===== config.mk =====
export PLATFORM = sky130hd
export DESIGN_NAME = tsr_regs
export DESIGN_NICKNAME = d
export VERILOG_FILES = /design/src/hdl/tsr_pkg.sv /design/src/hdl/tsr_converter.sv /design/src/hdl/tsr_regs.sv
export VERILOG_INCLUDE_DIRS = /design/src /design/src/hdl
export SDC_FILE = /design/constraint.sdc
export NUM_CORES = 1
export LEC_CHECK = 0
export BUFFER_PORTS_ARGS = -buffer_cell sky130_fd_sc_hd__buf_4
export CAP_MARGIN = 30
export CORE_UTILIZATION = 25
export CTS_CLUSTER_DIAMETER = 80
export DETAILED_ROUTE_END_ITERATION = 16
export PLACE_DENSITY_LB_ADDON = 0.1
export SLEW_MARGIN = 15
export SYNTH_ARGS = -nofsm -noshare
export SYNTH_HDL_FRONTEND = slang
export SYNTH_SLANG_ARGS = --single-unit

===== constraint.sdc =====
create_clock -name clk -period 5.1 [get_ports clk]
set_input_delay 1.02 -clock clk [delete_from_list [all_inputs] [get_ports clk]]
set_output_delay 1.02 -clock clk [all_outputs]
set_load 0.03 [all_outputs]

===== src/hdl/tsr_defines.svh =====
// Overview of operation
// - writing trigger bit starts measurement, reads zero
// - in-progress flag high until measurement completes
// - result byte, one LSB per degree drop
// - gain boost defaults normal, high code boosts
// - amplifier setting one: default normal, boost code
// - amplifier setting two: default normal, boost code
// - fading gain control takes three codes
// - correction offset is register times 488 Hz
`ifndef TSR_DEFINES_SVH
`define TSR_DEFINES_SVH
// ----------------------------------------
// register offsets
// ----------------------------------------
`define TSR_ADDR_TEMP_CTRL 7'h4e
`define TSR_ADDR_TEMP_RESULT 7'h4f
`define TSR_ADDR_RX_BOOST 7'h58
`define TSR_ADDR_HP_ONE 7'h5a
`define TSR_ADDR_HP_TWO 7'h5c
`define TSR_ADDR_FADING 7'h6f
`define TSR_ADDR_LOW_BETA 7'h71
// ----------------------------------------
// fields and reset values
// ----------------------------------------
`define TSR_BIT_TRIGGER 3
`define TSR_BIT_RUNNING 2
`define TSR_CTRL_LOW_BITS 2'h1
`define TSR_RX_BOOST_NORMAL 8'h1b
`define TSR_RX_BOOST_HIGH 8'h2d
`define TSR_HP_ONE_NORMAL 8'h55
`define TSR_HP_ONE_BOOST 8'h5d
`define TSR_HP_TWO_NORMAL 8'h70
`define TSR_HP_TWO_BOOST 8'h7c
`define TSR_FADING_NORMAL 8'h00
`define TSR_FADING_LB_ON 8'h20
`define TSR_FADING_LB_OFF 8'h30
`define TSR_LOW_BETA_RESET 8'h00
// ----------------------------------------
// timing and scaling
// ----------------------------------------
`define TSR_CLK_PERIOD_NS 10
`define TSR_MEAS_TIME_NS 1000
`define TSR_MEAS_CYCLES (`TSR_MEAS_TIME_NS / `TSR_CLK_PERIOD_NS)
`define TSR_OFFSET_STEP_HZ 488
`endif


===== src/hdl/tsr_pkg.sv =====
`default_nettype none
package tsr_pkg;
   typedef enum logic [1:0] {
      TSR_IDLE = 2'b00,
      TSR_CONVERT = 2'b01,
      TSR_DONE = 2'b10
   } tsr_state_t;
   typedef logic [7:0] tsr_byte_t;
endpackage
`default_nettype wire


===== src/hdl/tsr_converter.sv =====
`timescale 1ns/1ps
`default_nettype none
`include "tsr_defines.svh"
module tsr_converter (
   input wire logic clk,
   input wire logic arst_n,
   input wire logic start,
   input wire tsr_pkg::tsr_byte_t sensor_code,
   output logic busy,
   output tsr_pkg::tsr_byte_t result
);
   import tsr_pkg::*;
   tsr_state_t state_q, state_d;
   logic [15:0] cnt_q, cnt_d;
   tsr_byte_t result_q, result_d;

   always_comb begin
      state_d = state_q;
      cnt_d = cnt_q;
      result_d = result_q;
      case (state_q)
         TSR_IDLE: begin
            if (start) begin
               state_d = TSR_CONVERT;
               cnt_d = 16'(`TSR_MEAS_CYCLES - 1);
            end
         end
         TSR_CONVERT: begin
            if (cnt_q == 16'h0000) begin
               state_d = TSR_DONE;
            end else begin
               cnt_d = cnt_q - 16'h0001;
            end
         end
         TSR_DONE: begin
            // sensor gives one count per degree; result counts down as it warms
            result_d = ~sensor_code;
            state_d = TSR_IDLE;
         end
         default: state_d = TSR_IDLE;
      endcase
   end

   always_ff @(posedge clk or negedge arst_n) begin
      if (!arst_n) begin
         state_q <= TSR_IDLE;
         cnt_q <= 16'h0000;
         result_q <= 8'h00;
      end else begin
         state_q <= state_d;
         cnt_q <= cnt_d;
         result_q <= result_d;
      end
   end

   assign busy = (state_q != TSR_IDLE);
   assign result = result_q;
endmodule
`default_nettype wire


===== src/hdl/tsr_regs.sv =====
`timescale 1ns/1ps
`default_nettype none
`include "tsr_defines.svh"
module tsr_regs (
   input wire logic clk,
   input wire logic arst_n,
   input wire logic wr_en,
   input wire logic [6:0] addr,
   input wire tsr_pkg::tsr_byte_t wdata,
   output tsr_pkg::tsr_byte_t rdata,
   input wire tsr_pkg::tsr_byte_t sensor_code,
   input wire logic low_index_correction_enable,
   output logic measurement_in_progress,
   output logic rx_blocked,
   output tsr_pkg::tsr_byte_t rx_gain_boost,
   output tsr_pkg::tsr_byte_t high_power_code_one,
   output tsr_pkg::tsr_byte_t high_power_code_two,
   output tsr_pkg::tsr_byte_t fading_gain_setting,
   output logic high_sensitivity,
   output logic boosted_output_20dbm,
   output logic signed [16:0] freq_correction_hz
);
   import tsr_pkg::*;

   // ----------------------------------------
   // tuning registers
   // ----------------------------------------
   tsr_byte_t boost_q, boost_d;
   tsr_byte_t hp1_q, hp1_d;
   tsr_byte_t hp2_q, hp2_d;
   tsr_byte_t fade_q, fade_d;
   tsr_byte_t lowb_q, lowb_d;
   tsr_byte_t rdata_q, rdata_d;
   logic start;
   logic busy;
   tsr_byte_t result;

   function automatic logic hit(input logic [6:0] a, input logic [6:0] target);
      hit = (a == target);
   endfunction

   function automatic logic fade_legal(input tsr_byte_t v);
      fade_legal = (v == `TSR_FADING_NORMAL) || (v == `TSR_FADING_LB_ON) ||
                   (v == `TSR_FADING_LB_OFF);
   endfunction

   always_comb begin
      boost_d = boost_q;
      hp1_d = hp1_q;
      hp2_d = hp2_q;
      fade_d = fade_q;
      lowb_d = lowb_q;
      if (wr_en) begin
         if (hit(addr, `TSR_ADDR_RX_BOOST)) begin
            boost_d = wdata;
         end
         if (hit(addr, `TSR_ADDR_HP_ONE)) begin
            hp1_d = wdata;
         end
         if (hit(addr, `TSR_ADDR_HP_TWO)) begin
            hp2_d = wdata;
         end
         // only the three defined codes are taken
         if (hit(addr, `TSR_ADDR_FADING) && fade_legal(wdata)) begin
            fade_d = wdata;
         end
         if (hit(addr, `TSR_ADDR_LOW_BETA)) begin
            lowb_d = wdata;
         end
      end
   end

   always_ff @(posedge clk or negedge arst_n) begin
      if (!arst_n) begin
         boost_q <= `TSR_RX_BOOST_NORMAL;
         hp1_q <= `TSR_HP_ONE_NORMAL;
         hp2_q <= `TSR_HP_TWO_NORMAL;
         fade_q <= `TSR_FADING_LB_OFF;
         lowb_q <= `TSR_LOW_BETA_RESET;
      end else begin
         boost_q <= boost_d;
         hp1_q <= hp1_d;
         hp2_q <= hp2_d;
         fade_q <= fade_d;
         lowb_q <= lowb_d;
      end
   end

   // ----------------------------------------
   // temperature measurement
   // ----------------------------------------
   // a trigger while busy is ignored
   assign start = wr_en && hit(addr, `TSR_ADDR_TEMP_CTRL) && wdata[`TSR_BIT_TRIGGER] && !busy;

   tsr_converter tsr_converter_i (
      .clk(clk),
      .arst_n(arst_n),
      .start(start),
      .sensor_code(sensor_code),
      .busy(busy),
      .result(result)
   );

   // ----------------------------------------
   // read path
   // ----------------------------------------
   always_comb begin
      rdata_d = 8'h00;
      case (addr)
         `TSR_ADDR_TEMP_CTRL: begin
            // trigger bit always reads zero
            rdata_d = {4'h0, 1'b0, busy, `TSR_CTRL_LOW_BITS};
         end
         `TSR_ADDR_TEMP_RESULT: rdata_d = result;
         `TSR_ADDR_RX_BOOST: rdata_d = boost_q;
         `TSR_ADDR_HP_ONE: rdata_d = hp1_q;
         `TSR_ADDR_HP_TWO: rdata_d = hp2_q;
         `TSR_ADDR_FADING: rdata_d = fade_q;
         `TSR_ADDR_LOW_BETA: rdata_d = lowb_q;
         default: rdata_d = 8'h00;
      endcase
   end

   always_ff @(posedge clk or negedge arst_n) begin
      if (!arst_n) begin
         rdata_q <= 8'h00;
      end else begin
         rdata_q <= rdata_d;
      end
   end

   // ----------------------------------------
   // outputs to the radio
   // ----------------------------------------
   assign rdata = rdata_q;
   assign measurement_in_progress = busy;
   assign rx_blocked = busy;
   assign rx_gain_boost = boost_q;
   assign high_power_code_one = hp1_q;
   assign high_power_code_two = hp2_q;
   assign fading_gain_setting = fade_q;
   assign high_sensitivity = (boost_q == `TSR_RX_BOOST_HIGH);
   // boost needs both settings at their boost codes; host restores them for rx
   assign boosted_output_20dbm = (hp1_q == `TSR_HP_ONE_BOOST) && (hp2_q == `TSR_HP_TWO_BOOST);
   // offset register read as signed steps of 488 Hz, zero when disabled
   assign freq_correction_hz = low_index_correction_enable ?
      17'($signed(lowb_q) * $signed(17'(`TSR_OFFSET_STEP_HZ))) : 17'sh00000;
endmodule
`default_nettype wire


==> key figures <==
Timing
  – Final Hold Fails: 0
  – Maximum clock frequency: 199.8 MHz
  – Slew @ Worst Pin: 772.0 ps
  – Pins Over Slew Limit: 0
  – RSZ-0062 raised after global routing: yes
  – Period utilization: 98.13%
  – Total Neg Setup Slack: 0 ps
  – Fin Clk Skew: 8.292 ps
  – Final setup viols: 0
  – Slew HR: 48.14%
  – Tmin final: 5005 ps
  – Min Hold Slack: 480.6 ps

Die
  – IO Count: 88
  – Die width: 140.8 um
  – Initial Utilization: 25.65%
  – Overall die height: 140.8 um
  – Core Area: 18770 um^2
  – # rows: 50
  – Die area: 19820 um^2

Route
  – Post-route ant nets: 0
  – Initial DRC count: 96
  – Via count: 3605
  – Vias per cell: 4.523
  – TritonRoute pass-1 iters: 4
  – # DRC: 0
  – WL final: 13.37 mm
  – DR WL/cell: 16.78 um

Synth
  – Number of library cell types mapped by synthesis: 56
  – Synth area leader: dfrtp_1
  – Synth warnings: 0
  – Post-synth EDFFs: 0
  – Mean Syn Cell Area: 10.65 um^2
  – FF+latch count, synth: 74
  – Cells after Synth: 452
  – Area share of the largest cell type after synthesis: 31.70%
  – FFs w/ async S/R, synth: 100.0%
  – Top cells by area, synth: dfrtp_1 32%, mux2_2 8.9%, fa_1 8.3%
  – Netlist Area Pre-Place: 4815 um^2
  – Ys flop type: dfrtp_1
  – Register area share after synthesis: 38.80%

Placed design
  – Detailed Place HPWL: 10.12 mm
  – GPL Wtd Cong: 0.7567
  – IO Port Bufs: 84
  – Placed insts: 766
  – Post-DP Area: 5717 um^2

Clocking
  – H-tree Lvls: 3
  – Worst-Skew Late Latency: 340 ps
  – Clk sinks: 74
  – Clk slew on worst S/H paths: 60 ps
  – CTS root buffer: clkbuf_16
  – Clock tree buffer depth: 2
  – CTS tree: built
  – CTS buffer count: 9

Final layout
  – Nets@finish: 632
  – Final Cell Area: 6376 um^2
  – Non-Filler Instances: 797
  – Layout area overhead: 32.43%
  – Share of cells above drive strength 1: 38.72%
  – Antenna diodes: 0

Power
  – Tot Pwr: 2.797 mW
  – Worst VDD drop: 0.1946 mV
  – Lkg Pwr: 3.013 nW
  – Power density cells: 438.6 nW/um^2

Worst hold path
  – HP Class: flip-flop to flip-flop

GRT
  – GRT Overall Usage: 13.99%
  – Largest net degree at the start of global routing: 75
  – GR Overflow Total: 0
  – Vias in the first global route: 3757
  – First-pass GRT wire length: 21.10 mm
  – Initial antenna violation count: 0

Worst setup path
  – CP arrival: 3980 ps
  – Crit-path max FO: 5
  – Reg-to-reg slack, setup: 3170 ps
  – Critical Path RT: 4080 ps
  – Worst Setup End Kind: output port
  – Critical path class: flip-flop to output port
  – CP startpoint kind: flip-flop

Outcome
  – Status: finished, final reports clean

Job
  – Max_cap viols: 0
[critical path, cell delays in order (launching register included)]
cell and delay [ps]:
dfrtp_2 460, ha_4 290, inv_2 40, fa_1 500, inv_1 50, fa_1 470, inv_1 50, fa_1 490
inv_2 50, ha_4 280, o211ai_1 90, a21o_1 180, a211oi_2 270, nor3_1 70, and3b_1 230, buf_6 130
[layout by cell type, fill, tap and decap left out, types with 3 or more instances in the layout]
cell / count
buf_4: 102
dfrtp_1: 56
inv_1: 42
nand2_1: 38
mux2_2: 38
fa_1: 20
nor2_1: 19
o21ai_0: 19
ha_1: 16
mux2i_1: 15
xnor2_1: 13
dfstp_2: 13
nor2b_1: 12
ha_4: 11
and2_1: 10
a21oi_1: 10
nor3_1: 9
clkbuf_16: 9
nand2b_1: 7
a22oi_1: 7
o211ai_1: 7
inv_2: 5
dfrtp_2: 5
nand3_1: 4
or4bb_1: 4
nor4_1: 4
and3_1: 3
nand3b_1: 3
conb_1: 3
buf_6: 3
[report_power, final]
group / total (mW) / internal, mW / switching (mW)
combinational: 1.40 / 0.663 / 0.736
sequential: 0.696 / 0.639 / 0.0564
clock: 0.702 / 0.455 / 0.247
total: 2.80 / 1.76 / 1.04
[logic make-up after synthesis]
logic type               share of synthesized area (%)
XOR/XNOR                                         2.729
AND/OR/NAND/NOR                                  17.44
flip-flops                                       38.80
adder cells (fa/ha/maj)                          15.33
buffers and inverters                            5.353
other                                          0.07789
AO/OA/AOI/OAI                                    8.264
multiplexers                                     12.01
[metrics by stage]
stage          worst slack (ps)  util, %
2_1_floorplan             109.6        -
3_3_place_gp              191.9    30.46
3_5_place_dp              155.3    30.46
4_1_cts                  -1.150    32.96
5_1_grt                  -89.34    33.97
6_report                  95.13    33.97
[synthesized netlist by cell type, types with 6 or more instances]
master	instances
dfrtp_1	61
nand2b_1	7
inv_1	47
buf_4	6
dfstp_2	13
o21ai_0	22
o211ai_1	7
a22oi_1	7
a21oi_1	12
mux2i_1	15
nand2_1	39
ha_1	27
mux2_2	38
xnor2_1	13
and2_1	11
nor2b_1	12
fa_1	20
nor2_1	19
nor3_1	9
[layout make-up]
class | instances | area, um^2
clock buffers | 12 | 256.5
flip-flops and latches | 74 | 1874
fillers | 1908 | 12390
clock inverters | 4 | 73.82
inverters | 47 | 176.4
multi-input cells | 320 | 2875
repair buffers | 106 | 827.0
well taps | 234 | 292.8
[per-layer routing]
metal	GRT usage, %	up-vias	share of wire [%]
met5	0	-	0
met4	3.261	0	0.78
met2	22.36	69	48
li1	-	1764	-
met1	18.74	1766	47
met3	3.838	6	4.3
[flip-flops by register name (all words and copies together), names as in the netlist]
signal and flops:
fading_gain_setting 8, rx_gain_boost 8, high_power_code_one 8, rdata 8, lowb_q 8, tsr_converter_i.state_q 2
tsr_converter_i.result 8, high_power_code_two 8, tsr_converter_i.cnt_q 16
[final timing paths]
path / start / endpoint / depth (start not counted)
setup / recovery: lowb_q[2] / freq_correction_hz[16] / 15
hold / removal: tsr_converter_i.result[7] / tsr_converter_i.result[7] / 2
setup reg to reg: tsr_converter_i.cnt_q[0] / tsr_converter_i.cnt_q[3] / 7
hold reg to reg: tsr_converter_i.result[7] / tsr_converter_i.result[7] / 2
max in group asynchronous: arst_n / high_power_code_two[4] / 2
min in group asynchronous: arst_n / lowb_q[0] / 1
[timing repair]
action / in CTS / in global routing
pin swaps: 3 / 20
resized for setup: 17 / 20
setup buffers: 5 / 9
hold buffers: 0 / 0
setup endpoints to repair: 6 / 6
No activity file was read; power rests on OpenSTA's default activity.
